<file path="src/flash_host_pkg.sv">
package flash_host_pkg;

  // Register offsets (byte addresses)
  localparam logic [7:0] REG_CTRL = 8'h00;
  localparam logic [7:0] REG_ADDR = 8'h04;
  localparam logic [7:0] REG_WDATA = 8'h08;
  localparam logic [7:0] REG_STATUS = 8'h0C;

  // Operation codes in CTRL[2:0]
  localparam logic [2:0] OP_WRITE = 3'h0;
  localparam logic [2:0] OP_READ = 3'h1;
  localparam logic [2:0] OP_SUSPEND = 3'h2;
  localparam logic [2:0] OP_RESUME = 3'h3;
  localparam logic [2:0] OP_POLL = 3'h4;

  // Command data values
  localparam logic [7:0] RESUME_CODE = 8'h30;

  // Status bit positions
  localparam int ST_BUSY = 0;
  localparam int ST_DONE = 1;
  localparam int ST_FAIL = 2;
  localparam int ST_SUSP = 3;
  localparam int ST_RDY = 4;
  localparam int ST_TMO = 5;
  localparam int ST_DATA_LSB = 8;

  // Status bit positions inside a flash status byte
  localparam int POLL_BIT = 7;
  localparam int TOGGLE_BIT = 6;
  localparam int TMO_BIT = 5;

  // Reset values
  localparam logic [19:0] ADDR_RST = 20'h0_0000;
  localparam logic [7:0] DATA_RST = 8'h00;

  // Bus cycle timing
  localparam int CLK_PERIOD_PS = 5000;
  localparam int T_WE_LOW_NS = 35;
  localparam int T_WE_HIGH_NS = 20;
  localparam int T_ACCESS_NS = 90;
  localparam int T_OE_HIGH_NS = 20;
  localparam int SYNC_STAGES = 2;
  localparam int WE_LOW_CYC = (T_WE_LOW_NS * 1000 + CLK_PERIOD_PS - 1) / CLK_PERIOD_PS;
  localparam int WE_HIGH_CYC = (T_WE_HIGH_NS * 1000 + CLK_PERIOD_PS - 1) / CLK_PERIOD_PS;
  localparam int ACCESS_CYC = (T_ACCESS_NS * 1000 + CLK_PERIOD_PS - 1) / CLK_PERIOD_PS + SYNC_STAGES;
  localparam int OE_HIGH_CYC = (T_OE_HIGH_NS * 1000 + CLK_PERIOD_PS - 1) / CLK_PERIOD_PS;

  typedef enum {
    S_IDLE,
    S_WR_LO,
    S_WR_HI,
    S_RD_LO,
    S_RD_HI,
    S_EVAL
  } host_state_e;

  typedef struct packed {
    logic ce_n;
    logic oe_n;
    logic we_n;
    logic dq_oe;
  } flash_ctl_s;

  localparam flash_ctl_s CTL_IDLE = '{ce_n: 1'b1, oe_n: 1'b1, we_n: 1'b1, dq_oe: 1'b0};

endpackage

</file>
<file path="src/flash_host.sv">
// Contract
// - Suspended: ready high, polling bit 1, toggle frozen; host reads erasing sector.
// - Host may program unsuspended sectors while suspended; reported as normal program.
// - Erase polling valid after last erase write; host polls an unprotected erasing sector.
// - Polling bit may settle before others; host repeats the read for a full byte.
`timescale 1ns/1ps
`default_nettype none

module flash_host #(
  parameter logic [7:0] SUSPEND_CODE = 8'hB0,
  parameter int POLL_LIMIT = 1000000
) (
  input wire logic i_clock,
  input wire logic i_sys_rst,
  input wire logic i_psel,
  input wire logic i_penable,
  input wire logic i_pwrite,
  input wire logic [7:0] i_paddr,
  input wire logic [31:0] i_pwdata,
  output logic [31:0] o_prdata,
  output logic o_pready,
  output logic o_pslverr,
  output logic [19:0] o_flash_addr,
  input wire logic [7:0] i_dq,
  output logic [7:0] o_dq,
  output logic o_dq_oe,
  output logic o_chip_select_n,
  output logic o_output_enable_n,
  output logic o_write_strobe_n,
  input wire logic i_ready_busy_n
);

  // Refuse settings the poll loop or the command decode cannot serve
  if (POLL_LIMIT < 2 || SUSPEND_CODE == flash_host_pkg::RESUME_CODE) begin : g_bad_param
    $error("flash_host parameter out of range");
  end

  // Pin synchronisers
  logic [7:0] dq_s1_r, dq_s2_r;
  logic rdy_s1_r, rdy_s2_r;
  always_ff @(posedge i_clock or posedge i_sys_rst) begin
    if (i_sys_rst) begin
      dq_s1_r <= 8'h00;
      dq_s2_r <= 8'h00;
      rdy_s1_r <= 1'b1;
      rdy_s2_r <= 1'b1;
    end else begin
      dq_s1_r <= i_dq;
      dq_s2_r <= dq_s1_r;
      rdy_s1_r <= i_ready_busy_n;
      rdy_s2_r <= rdy_s1_r;
    end
  end

  flash_host_pkg::host_state_e state_r, state_nxt;
  flash_host_pkg::flash_ctl_s ctl_r, ctl_nxt;
  logic [7:0] cnt_r, cnt_nxt;
  logic [2:0] op_r, op_nxt;
  logic [19:0] addr_r, addr_nxt;
  logic [7:0] wdata_r, wdata_nxt;
  logic [7:0] dq_out_r, dq_out_nxt;
  logic [7:0] rdata_r, rdata_nxt;
  logic [7:0] prev_r, prev_nxt;
  logic have_prev_r, have_prev_nxt;
  logic final_r, final_nxt;
  logic tmo_r, tmo_nxt;
  logic done_r, done_nxt;
  logic fail_r, fail_nxt;
  logic susp_r, susp_nxt;
  logic after_susp_r, after_susp_nxt;
  logic [31:0] polls_r, polls_nxt;
  logic [31:0] prdata_r, prdata_nxt;

  logic busy, acc, wr_ok, mapped;
  assign busy = (state_r != flash_host_pkg::S_IDLE);
  assign acc = i_psel && i_penable;
  assign mapped = (i_paddr == flash_host_pkg::REG_CTRL) || (i_paddr == flash_host_pkg::REG_ADDR) ||
                  (i_paddr == flash_host_pkg::REG_WDATA) || (i_paddr == flash_host_pkg::REG_STATUS);
  // Writes to control registers are refused while an operation runs
  assign wr_ok = !busy && (i_paddr != flash_host_pkg::REG_STATUS);
  assign o_pready = 1'b1;
  assign o_pslverr = acc && (!mapped || (i_pwrite && !wr_ok));

  function automatic logic [7:0] cyc8(input int n);
    cyc8 = 8'(n - 1);
  endfunction

  always_comb begin
    state_nxt = state_r;
    cnt_nxt = cnt_r;
    op_nxt = op_r;
    addr_nxt = addr_r;
    wdata_nxt = wdata_r;
    dq_out_nxt = dq_out_r;
    rdata_nxt = rdata_r;
    prev_nxt = prev_r;
    have_prev_nxt = have_prev_r;
    final_nxt = final_r;
    tmo_nxt = tmo_r;
    done_nxt = done_r;
    fail_nxt = fail_r;
    susp_nxt = susp_r;
    after_susp_nxt = after_susp_r;
    polls_nxt = polls_r;
    prdata_nxt = prdata_r;

    if (i_psel && !i_penable) begin
      unique case (i_paddr)
        flash_host_pkg::REG_ADDR: prdata_nxt = {12'h000, addr_r};
        flash_host_pkg::REG_WDATA: prdata_nxt = {24'h00_0000, wdata_r};
        flash_host_pkg::REG_STATUS: begin
          prdata_nxt = 32'h0000_0000;
          prdata_nxt[flash_host_pkg::ST_BUSY] = busy;
          prdata_nxt[flash_host_pkg::ST_DONE] = done_r;
          prdata_nxt[flash_host_pkg::ST_FAIL] = fail_r;
          prdata_nxt[flash_host_pkg::ST_SUSP] = susp_r;
          prdata_nxt[flash_host_pkg::ST_RDY] = rdy_s2_r;
          prdata_nxt[flash_host_pkg::ST_TMO] = tmo_r;
          prdata_nxt[flash_host_pkg::ST_DATA_LSB +: 8] = rdata_r;
        end
        default: prdata_nxt = 32'h0000_0000;
      endcase
    end

    if (acc && i_pwrite && wr_ok) begin
      unique case (i_paddr)
        flash_host_pkg::REG_ADDR: addr_nxt = i_pwdata[19:0];
        flash_host_pkg::REG_WDATA: wdata_nxt = i_pwdata[7:0];
        flash_host_pkg::REG_CTRL: begin
          op_nxt = i_pwdata[2:0];
          done_nxt = 1'b0;
          fail_nxt = 1'b0;
          tmo_nxt = 1'b0;
          have_prev_nxt = 1'b0;
          final_nxt = 1'b0;
          after_susp_nxt = (i_pwdata[2:0] == flash_host_pkg::OP_SUSPEND);
          polls_nxt = 32'h0000_0000;
          cnt_nxt = cyc8(flash_host_pkg::WE_LOW_CYC);
          unique case (i_pwdata[2:0])
            flash_host_pkg::OP_WRITE: begin
              dq_out_nxt = wdata_r;
              state_nxt = flash_host_pkg::S_WR_LO;
            end
            flash_host_pkg::OP_SUSPEND: begin
              dq_out_nxt = SUSPEND_CODE;
              state_nxt = flash_host_pkg::S_WR_LO;
            end
            flash_host_pkg::OP_RESUME: begin
              dq_out_nxt = flash_host_pkg::RESUME_CODE;
              susp_nxt = 1'b0;
              state_nxt = flash_host_pkg::S_WR_LO;
            end
            flash_host_pkg::OP_READ, flash_host_pkg::OP_POLL: begin
              cnt_nxt = cyc8(flash_host_pkg::ACCESS_CYC);
              state_nxt = flash_host_pkg::S_RD_LO;
            end
            default: begin
              fail_nxt = 1'b1;
              done_nxt = 1'b1;
            end
          endcase
        end
        default: ;
      endcase
    end

    unique case (state_r)
      flash_host_pkg::S_IDLE: ;
      flash_host_pkg::S_WR_LO: begin
        cnt_nxt = cnt_r - 8'h01;
        if (cnt_r == 8'h00) begin
          cnt_nxt = cyc8(flash_host_pkg::WE_HIGH_CYC);
          state_nxt = flash_host_pkg::S_WR_HI;
        end
      end
      flash_host_pkg::S_WR_HI: begin
        cnt_nxt = cnt_r - 8'h01;
        if (cnt_r == 8'h00) begin
          if (op_r == flash_host_pkg::OP_SUSPEND) begin
            // Wait for the device to settle into suspension
            op_nxt = flash_host_pkg::OP_POLL;
            cnt_nxt = cyc8(flash_host_pkg::ACCESS_CYC);
            state_nxt = flash_host_pkg::S_RD_LO;
          end else begin
            done_nxt = 1'b1;
            state_nxt = flash_host_pkg::S_IDLE;
          end
        end
      end
      flash_host_pkg::S_RD_LO: begin
        cnt_nxt = cnt_r - 8'h01;
        if (cnt_r == 8'h00) begin
          rdata_nxt = dq_s2_r;
          cnt_nxt = cyc8(flash_host_pkg::OE_HIGH_CYC);
          state_nxt = flash_host_pkg::S_RD_HI;
        end
      end
      flash_host_pkg::S_RD_HI: begin
        cnt_nxt = cnt_r - 8'h01;
        if (cnt_r == 8'h00) begin
          state_nxt = flash_host_pkg::S_EVAL;
        end
      end
      flash_host_pkg::S_EVAL: begin
        cnt_nxt = cyc8(flash_host_pkg::ACCESS_CYC);
        state_nxt = flash_host_pkg::S_RD_LO;
        polls_nxt = polls_r + 32'h0000_0001;
        prev_nxt = rdata_r;
        have_prev_nxt = 1'b1;
        if (op_r != flash_host_pkg::OP_POLL || final_r) begin
          // Confirming read after status settled gives the full byte
          done_nxt = 1'b1;
          if (after_susp_r) begin
            susp_nxt = rdata_r[flash_host_pkg::POLL_BIT];
          end
          state_nxt = flash_host_pkg::S_IDLE;
        end else if (have_prev_r && prev_r[flash_host_pkg::TOGGLE_BIT] == rdata_r[flash_host_pkg::TOGGLE_BIT]) begin
          final_nxt = 1'b1;
        end else if (have_prev_r && tmo_r) begin
          // Still toggling after the fail bit was seen
          fail_nxt = 1'b1;
          done_nxt = 1'b1;
          state_nxt = flash_host_pkg::S_IDLE;
        end else if (polls_r >= 32'(POLL_LIMIT)) begin
          fail_nxt = 1'b1;
          done_nxt = 1'b1;
          state_nxt = flash_host_pkg::S_IDLE;
        end else if (rdata_r[flash_host_pkg::TMO_BIT] && !tmo_r) begin
          // Read twice more before declaring failure
          tmo_nxt = 1'b1;
          have_prev_nxt = 1'b0;
        end
      end
    endcase

    ctl_nxt = flash_host_pkg::CTL_IDLE;
    unique case (state_nxt)
      flash_host_pkg::S_WR_LO: begin
        ctl_nxt.ce_n = 1'b0;
        ctl_nxt.we_n = 1'b0;
        ctl_nxt.dq_oe = 1'b1;
      end
      flash_host_pkg::S_WR_HI: begin
        ctl_nxt.dq_oe = 1'b1;
      end
      flash_host_pkg::S_RD_LO: begin
        // While the device is busy, each separate output enable pulse advances the toggle bit
        ctl_nxt.ce_n = 1'b0;
        ctl_nxt.oe_n = 1'b0;
      end
      default: ;
    endcase
  end

  always_ff @(posedge i_clock or posedge i_sys_rst) begin
    if (i_sys_rst) begin
      state_r <= flash_host_pkg::S_IDLE;
      ctl_r <= flash_host_pkg::CTL_IDLE;
      cnt_r <= 8'h00;
      op_r <= flash_host_pkg::OP_WRITE;
      addr_r <= flash_host_pkg::ADDR_RST;
      wdata_r <= flash_host_pkg::DATA_RST;
      dq_out_r <= flash_host_pkg::DATA_RST;
      rdata_r <= flash_host_pkg::DATA_RST;
      prev_r <= flash_host_pkg::DATA_RST;
      have_prev_r <= 1'b0;
      final_r <= 1'b0;
      tmo_r <= 1'b0;
      done_r <= 1'b0;
      fail_r <= 1'b0;
      susp_r <= 1'b0;
      after_susp_r <= 1'b0;
      polls_r <= 32'h0000_0000;
      prdata_r <= 32'h0000_0000;
    end else begin
      state_r <= state_nxt;
      ctl_r <= ctl_nxt;
      cnt_r <= cnt_nxt;
      op_r <= op_nxt;
      addr_r <= addr_nxt;
      wdata_r <= wdata_nxt;
      dq_out_r <= dq_out_nxt;
      rdata_r <= rdata_nxt;
      prev_r <= prev_nxt;
      have_prev_r <= have_prev_nxt;
      final_r <= final_nxt;
      tmo_r <= tmo_nxt;
      done_r <= done_nxt;
      fail_r <= fail_nxt;
      susp_r <= susp_nxt;
      after_susp_r <= after_susp_nxt;
      polls_r <= polls_nxt;
      prdata_r <= prdata_nxt;
    end
  end

  // Address held for the whole cycle; software points polls at the erasing sector
  assign o_flash_addr = addr_r;
  assign o_dq = dq_out_r;
  assign o_dq_oe = ctl_r.dq_oe;
  assign o_chip_select_n = ctl_r.ce_n;
  assign o_output_enable_n = ctl_r.oe_n;
  assign o_write_strobe_n = ctl_r.we_n;
  assign o_prdata = prdata_r;

endmodule // flash_host

`default_nettype wire

</file>
<file path="config.mk">
export PLATFORM = sky130hd
export DESIGN_NAME = flash_host
export DESIGN_NICKNAME = d
export VERILOG_FILES = /design/src/flash_host_pkg.sv /design/src/flash_host.sv
export SDC_FILE = /design/constraint.sdc
export NUM_CORES = 1
export LEC_CHECK = 0
export ABC_CLOCK_PERIOD_IN_PS = 7600
export BUFFER_PORTS_ARGS = -buffer_cell sky130_fd_sc_hd__buf_4
export CORE_MARGIN = 4
export CORE_UTILIZATION = 56
export CTS_BUF_LIST = sky130_fd_sc_hd__clkbuf_2
export DETAILED_ROUTE_END_ITERATION = 16
export PLACE_DENSITY_LB_ADDON = 0.05
export REMOVE_ABC_BUFFERS = 1
export SYNTH_ARGS = -nofsm -noshare
export SYNTH_HDL_FRONTEND = slang
export SYNTH_SLANG_ARGS = --single-unit
</file>
<file path="constraint.sdc">
create_clock -name i_clock -period 7.6 [get_ports i_clock]
set_clock_uncertainty 0.15 [all_clocks]
set_input_delay 1.14 -clock i_clock [delete_from_list [all_inputs] [get_ports i_clock]]
set_output_delay 1.14 -clock i_clock [all_outputs]
set_load 0.01 [all_outputs]
</file>
# == Yosys cells after proc, flatten, opt, wreduce, memory -nomap -nowiden ==
# Cells that the tools add are included.
# op_classes
order_cmp,1
n_eq_ne,19
mux,78
n_reduce_logical,42
add_sub_neg,2
# ops
op,count
$mux 32,9
$pmux 32 s5,1
$eq 32x2->1 const B,4
$eq 32x1->1 const B,2
$eq 32x3->1 const B,2
$pmux 32 s2,1
$pmux 20 s3,1
$mux 1,47
$mux 8,5
$add 32x1->32 const B,1
$ge 32x20->1 const B,1
$pmux 8 s4,1
$reduce_bool 32->1,1
$pmux 8 s3,1
$eq 8x4->1 const B,2
$logic_not 8->1,2
$mux 3,5
$reduce_and 2->1,6
$logic_and 1x1->1,10
$mux 2,5
$reduce_bool 5->1,2
$eq 3x2->1 const B,3
$eq 8x3->1 const B,1
$ne 8x4->1 const B,1
16 further kinds,28
# totals
out_inout_bits,66
input_bits,54
reg_bits,187
elab_cells,167

# == Longest topological paths before layout ==
# Gate-level depths: netlist of run 1.
# depth
depth_word,11
depth_mapped,10
ltp_nobuf,9

# == Worst setup path after synthesis of run 1 ==
# Ideal clock, no wire load.
# synth_timing
path_type,input -> output
from,in i_paddr[7]
to,out o_pslverr
slack_ns,4.447
cell_stages,4
n_path_buf,0
required_ns,6.310
t_arrival_ns,1.863
path_cell_list,nor4_1 > nand2_1 > a21oi_1 > nor2b_1
# synth_via
elab_chain_cells,7
elab_cells_between_ends,14
cone_classes,4 x eq/ne; 10 x reduce/logical
# synth_lines
element,line,text
"start, declared",flash_host.sv:18,"input wire logic [7:0] i_paddr,"
$eq 8x3->1 / $logic_not 8->1 (equally long branches),flash_host.sv:77,assign mapped = (i_paddr == flash_host_pkg::REG_CTRL) || (i_paddr == flash_host_pkg::REG_ADDR) ||
$logic_or 1x1->1 (2 in a row),flash_host.sv:77,
$logic_or 1x1->1,flash_host.sv:78,(i_paddr == flash_host_pkg::REG_WDATA) || (i_paddr == flash_host_pkg::REG_STATUS);
$logic_not 1->1,flash_host.sv:82,assign o_pslverr = acc && (!mapped || (i_pwrite && !wr_ok));
$logic_or 1x1->1 (*),flash_host.sv:82,
$logic_and 1x1->1 (*),flash_host.sv:82,
"end, declared",flash_host.sv:22,"output logic o_pslverr,"
# Mark *: on every way between the ends. The rest lies on a longest branch, timed or not.

# == Worst setup path in the final report of run 1 ==
# layout_timing
from,reg state_r[17]
to,out o_pslverr
# layout_via
elab_chain_cells,7
# layout_lines
element,line,text
"start, declared",flash_host.sv:55,"flash_host_pkg::host_state_e state_r, state_nxt;"
"start signal, assigned",flash_host.sv:257,state_r <= flash_host_pkg::S_IDLE;
"start signal, assigned",flash_host.sv:276,state_r <= state_nxt;
$reduce_bool 32->1,flash_host.sv:75,assign busy = (state_r != flash_host_pkg::S_IDLE);
$logic_not 1->1,flash_host.sv:80,assign wr_ok = !busy && (i_paddr != flash_host_pkg::REG_STATUS);
$logic_and 1x1->1,flash_host.sv:80,
$logic_not 1->1,flash_host.sv:82,
$logic_and 1x1->1,flash_host.sv:82,
$logic_or 1x1->1,flash_host.sv:82,
$logic_and 1x1->1,flash_host.sv:82,
# No other way between the ends.

==> results.md, run 1 <==
* Status: completed
* EDFF count, synth at 0
* Reg2Reg Capture Point: o_dq[0]
* First-pass DRT Iterations at 4
* Core region area at 0.0128 mm2
* Relative slew slack at 37.3%
* Setup CP Type: reg2out
* Number of diodes at 0
* Worst skew pair latency at 0.75 ns
* Pint at 1250 uW
* YS warnings at 0
* Total grt overflow at 0
* RSZ-0062 raised after global routing: false
* Worst-margin pin slew at 0.941 ns
* Via count of the first global-routing pass at 5173
* Final Util at 65.8%
* Most common flop cell mapped by yosys: dfrtp_1
* DR iter-0 viols at 489
* Die H at 123 um
* Post-synthesis register bit count at 169
* Clock transition at path regs at 0.26 ns
* P_sw at 550 uW
* Die X at 123 um
* Routed length on met3 at 798 um
* Post-CTS Resized at 0
* Cts hold-fix bufs at 0
* Setup crit start kind: flop
* DR WL/cell at 17.1 um
* Sw frac at 30.5%
* Final Critical Period at 4.38 ns
* Hold path depth at 0
* Mapped cell area at 0.00747 mm2
* Fmax achieved at 0.228 GHz
* Syn Area/Cell at 11.0 um2
* Post-DP Area at 0.00816 mm2
* CTS tree: yes
* RD Place Congestion at 0.893
* Logic pwr share at 15.5%
* Routed Antenna Nets at 0
* Max Used Layer: met4
* HP Start: rdy_s1_r
* Num CTS Buffers at 17
* Vias/cell at 5.74
* CTS sink count at 169
* CTS H-tree depth at 4
* Post-synthesis cell count at 680
* Hold Violations, Final at 0
* Reg2Reg Depth at 6
* Most frequent cells in the layout: dfrtp_1, buf_4, nand2_1, o21ai_0, mux2_2
* Worst endpoint required time at 6.31 ns
* Total global routing track utilization at 21.9%
* Reg2reg start: state_r[17]
* First-pass GRT wire length at 25900 um
* Design area at 0.00844 mm2
* Area growth syn-to-layout at 13.0%
* Distinct cell type count after synthesis at 64
* Critical Path Fanout Max at 13
* DP Wirelength at 11100 um
* Vias at 5333
* Fin. max-slew vios at 0
* Commonest non-fill, non-tap cell in the layout: dfrtp_1
* Critical Path End Type: output port
* Met2 Wirelength at 7830 um
* Clock Tree Root: clkbuf_2
* Setup TNS at 0 ns
* Final nets at 801
* # rows at 41
* Ys async rst share at 100%
* Max capacitance violation total at 0
* Port Buffer Count at 94
* Synth top area cells: dfrtp_1, mux2_2, nand2_1
* Share of cells above drive strength 1 at 27.2%
* Final setup vio count at 0
* Flop2flop setup slack at 4.41 ns
* Hold Path End: rdy_s2_r
* Worst-case clock buffer depth at 2
* Worst path arrival time at 3.09 ns
* Initial Utilization at 58.2%
* Hold crit path type: reg2reg
* Initial antenna violation count at 0
* Power Dens Cells at 214 mW/mm2
* Clk pwr share at 28.9%
* Peak VDD IR at 0.000186 V
* DRC viols at 0
* Synth area leader: dfrtp_1
* M1 wire length at 7080 um
* Top cell type's share of synthesized area at 55.0%
* Fin crit share at 57.6%
* Reg power frac at 55.6%
* Largest net degree at the start of global routing at 109
* Drt total wl at 15900 um
* LEAKAGE at 0.00401 uW
* Die area at 0.0152 mm2
* Setup WS post-layout at 3.22 ns
* Setup Fix Bufs, Post-CTS at 0
* Dpl ws at 3.89 ns
* Post-synthesis sequential area ratio at 56.7%
* Top Ports at 120
## routing by layer
| layer | up-vias | GRT usage [%] |
|---|---|---|
| li1 | 2512 | - |
| met5 | - | 0 |
| met3 | 12 | 5.12 |
| met1 | 2642 | 30.5 |
| met2 | 167 | 34.7 |
| met4 | 0 | 6.44 |
## registers in the layout, summed over array words and instances, names as in the netlist, 3 cells and up
signal,cells
rdata_r,8
o_prdata,20
op_r,3
cnt_r,8
state_r,32
dq_s2_r,8
o_flash_addr,20
polls_r,32
wdata_r,8
o_dq,8
dq_s1_r,8
## per-stage QoR
stage / instances / power, uW / hold slack (ns)
CTS: 929 / 1820 / 0.228
detailed placement: 897 / 1300 / 0.185
global placement: 897 / 1280 / 0.182
global route: 929 / 1900 / 0.212
finish: 929 / 1800 / 0.226
floorplan: 625 / 1200 / 0.181
## power by group through the flow
stage	Clock (uW)	Sequential [uW]	Combinational, uW
after global placement	0	1010	267
after detailed placement	0	1020	280
after floorplan	0	1010	190
after CTS	538	1000	280
after global routing	574	1010	316
final	521	1000	280
## cells in the mapped netlist (5+ instances only)
master,number
o31ai_2,6
o211ai_1,9
o31ai_1,14
nand4_1,12
nor2b_1,9
nor4_4,5
nor4_1,15
nand2_1,78
clkbuf_1,46
a21oi_1,22
a22oi_1,9
dfrtp_1,164
nor4_2,5
buf_4,13
mux2_2,34
nor2_1,28
o21ai_0,46
inv_1,17
nor3_1,14
mux2i_1,13
nand2b_1,5
and2_1,5
dfstp_2,5
nand3_1,24
buf_2,5
a22o_1,7
## worst max-delay path, stage by stage (launching register included)
cell and delay (ns):
dfrtp_1 0.46, nor4_1 0.33, nand4_2 0.49, nor2_2 0.55, nand3_1 0.12, a21oi_1 0.18, nor2b_1 0.06, buf_4 0.14
## how the worst max path moves through the flow
stage / slack, ns / depth (start not counted) / start / end
floorplan: 1.74 / 1 / i_sys_rst / after_susp_r
global placement: 3.91 / 7 / i_paddr[7] / o_dq[5]
detailed placement: 3.89 / 7 / i_paddr[7] / o_dq[4]
CTS: 3.13 / 7 / state_r[24] / o_pslverr
global route: 2.89 / 7 / state_r[20] / o_pslverr
finish: 3.22 / 7 / state_r[17] / o_pslverr
## logic make-up (layout without fill, tap and decap cells)
kind of cell	Yosys count	after routing	share of synthesized area, %
other cells	2	13	0.101
simple gates	231	231	17.5
xor+xnor	8	8	0.938
fa+ha+maj	3	3	0.503
mux	47	47	6.87
flops	169	169	56.7
buf+inv	83	149	5.11
compound gates	137	137	12.3
## layout make-up
| cell class | instances | area [um2] |
|---|---|---|
| Sequential cell | 169 | 4240 |
| Clock inverter | 15 | 194 |
| Inverter | 17 | 68.8 |
| Timing Repair Buffer | 100 | 751 |
| Tap cell | 172 | 215 |
| Clock buffer | 17 | 85.1 |
| Fill cell | 1047 | 4380 |
| Multi-Input combinational cell | 439 | 2890 |
Note: power is estimated with default switching activity, not from simulation.
==> run 2: changes to the inputs <==
- ABC_CLOCK_PERIOD_IN_PS: 7600 -> 3550
- CORE_UTILIZATION: 56 -> 53
- clock period: 7.6 -> 3.55 ns (I/O delays scaled with it)
==> run 2 against run 1 <==
- highest routed layer unchanged
- via count increased by 3.2%
- core utilization fell by 1.6 points
- count of clock-buffer cells in the layout grew 1
- critical endpoint unchanged
- die area rose by 5.3%
- total power up 110%
- register-to-register slack worse by 3.9 ns
==> results.md, run 2 (synthesis results as in run 1) <==
* Power Dens Cells at 418 mW/mm2
* Number of diodes at 0
* DR WL/cell at 16.7 um
* Die H at 127 um
* Reg2Reg Capture Point: polls_r[31]
* Crit. Startpoint: state_r[8]
* Num CTS Buffers at 17
* Fmax achieved at 0.303 GHz
* Worst-margin pin slew at 0.911 ns
* Final nets at 851
* Critical Path Fanout Max at 7
* M1 wire length at 7410 um
* Top flop regs: polls_r x32, state_r x32
* Fin. max-slew vios at 0
* Final setup vio count at 0
* Worst Setup EP: o_pslverr
* CTS H-tree depth at 4
* DRC viols at 0
* Die area at 0.0161 mm2
* Vias/cell at 5.57
* Final Critical Period at 3.30 ns
* Flop2flop setup slack at 0.51 ns
* LEAKAGE at 0.00421 uW
* RD Place Congestion at 0.864
* Reg2Reg Depth at 8
* Drt total wl at 16500 um
* Total grt overflow at 0
* Total power at 3710 uW
* Vias at 5501
* Worst skew pair latency at 0.76 ns
* CTS sink count at 169
* Max Used Layer: met4
* Relative slew slack at 39.3%
* Share of cells above drive strength 1 at 27.1%
* DP Wirelength at 11400 um
* Setup crit start kind: flop
* Clock Tree Root: clkbuf_2
* CTS tree: yes
* Commonest non-fill, non-tap cell in the layout: dfrtp_1
* Hold Violations, Final at 0
* Initial Utilization at 54.0%
* Max capacitance violation total at 0
* Peak VDD IR at 0.000259 V
* Critical Path End Type: output port
* Status: completed
* Worst-case clock buffer depth at 2
* Worst endpoint required time at 2.87 ns
* Total global routing track utilization at 21.7%
* Initial antenna violation count at 0
* Most frequent cells in the layout: dfrtp_1, buf_4, nand2_1, o21ai_0, dlygate4sd3_1
* Core region area at 0.0138 mm2
* Setup CP Type: reg2out
* Fin crit share at 92.9%
* Dpl ws at 0.515 ns
* CP peak stage delay at 0.47 ns
* Met2 Wirelength at 7960 um
* DR iter-0 viols at 544
* Top Ports at 120
* Port Buffer Count at 94
* Die X at 127 um
* Routed Antenna Nets at 0
* Worst path arrival time at 2.62 ns
* Via count of the first global-routing pass at 5473
* First-pass DRT Iterations at 5
* Area growth syn-to-layout at 19.0%
* Setup WS post-layout at 0.252 ns
* Reg2reg start: state_r[17]
* # rows at 43
* Final Util at 64.2%
* Largest net degree at the start of global routing at 107
* First-pass GRT wire length at 28000 um
* Routed length on met3 at 806 um
* Slowest cell on crit path: dfrtp_1
* Cell breakdown of the critical path: nor4_4 > nand4_4 > nor2_4 > nand3_1 > a21oi_1 > nor2b_1 > buf_4
* Clock transition at path regs at 0.25 ns
* Hold crit path type: in2reg
* Fillcell total at 1103
## run 2: power breakdown
group	switching [uW]	internal, uW
registers	99.5	2030
logic	381	265
clock network	671	259
total	1150	2560
## run 2: how the worst min path moves through the flow
stage	from	end	slack, ns	cells past startpoint
after global routing	i_psel	o_prdata[10]	0.06	4
after detailed placement	dq_s1_r[0]	dq_s2_r[0]	0.19	0
after CTS	i_psel	o_prdata[14]	0.09	4
after global placement	dq_s1_r[6]	dq_s2_r[6]	0.18	0
final	i_psel	o_prdata[14]	0.11	4
after floorplan	dq_s1_r[0]	dq_s2_r[0]	0.18	0
## run 2: per-stage QoR
stage	cell area, um2	TNS, ns	cells	hold slack, ns
final	8880	0	987	0.115
after global routing	8880	-0.00672	987	0.0605
after CTS	8830	0	982	0.0880
after detailed placement	8250	0	915	0.188
after global placement	8250	0	915	0.183
after floorplan	7190	-280.87	625	0.181
## run 2: what timing repair did
item,CTS,global route
hold buffers,35,0
endpoints found under the setup margin,1,1
setup buffers,0,5
resized for setup,2,2
hold endpoints to repair,149,0
pin swaps,0,2
## run 2: final cells by class
| cell class | count | area (um2) | area share, % |
|---|---|---|---|
| Clock buffer | 18 | 90.1 | 1.01 |
| Inverter | 17 | 68.8 | 0.775 |
| Multi-Input combinational cell | 439 | 2920 | 32.9 |
| Clock inverter | 14 | 126 | 1.42 |
| Timing Repair Buffer | 150 | 1210 | 13.7 |
| Sequential cell | 169 | 4240 | 47.7 |
| Tap cell | 180 | 225 | 2.54 |
## run 2: per-layer routing
| layer | global-route usage (%) | up-vias |
|---|---|---|
| met2 | 34.4 | 141 |
| met3 | 5.47 | 28 |
| li1 | - | 2631 |
| met1 | 30.1 | 2701 |
| met4 | 6.18 | 0 |
| met5 | 0 | - |
## run 2: critical path: cells and delay by family, from the launching register on
kind / cells / cell delay [ns]
buffers and inverters: 1 / 0.14
AOI/OAI and AO/OA: 1 / 0.19
DFF: 1 / 0.47
and+or+nand+nor: 5 / 1.10
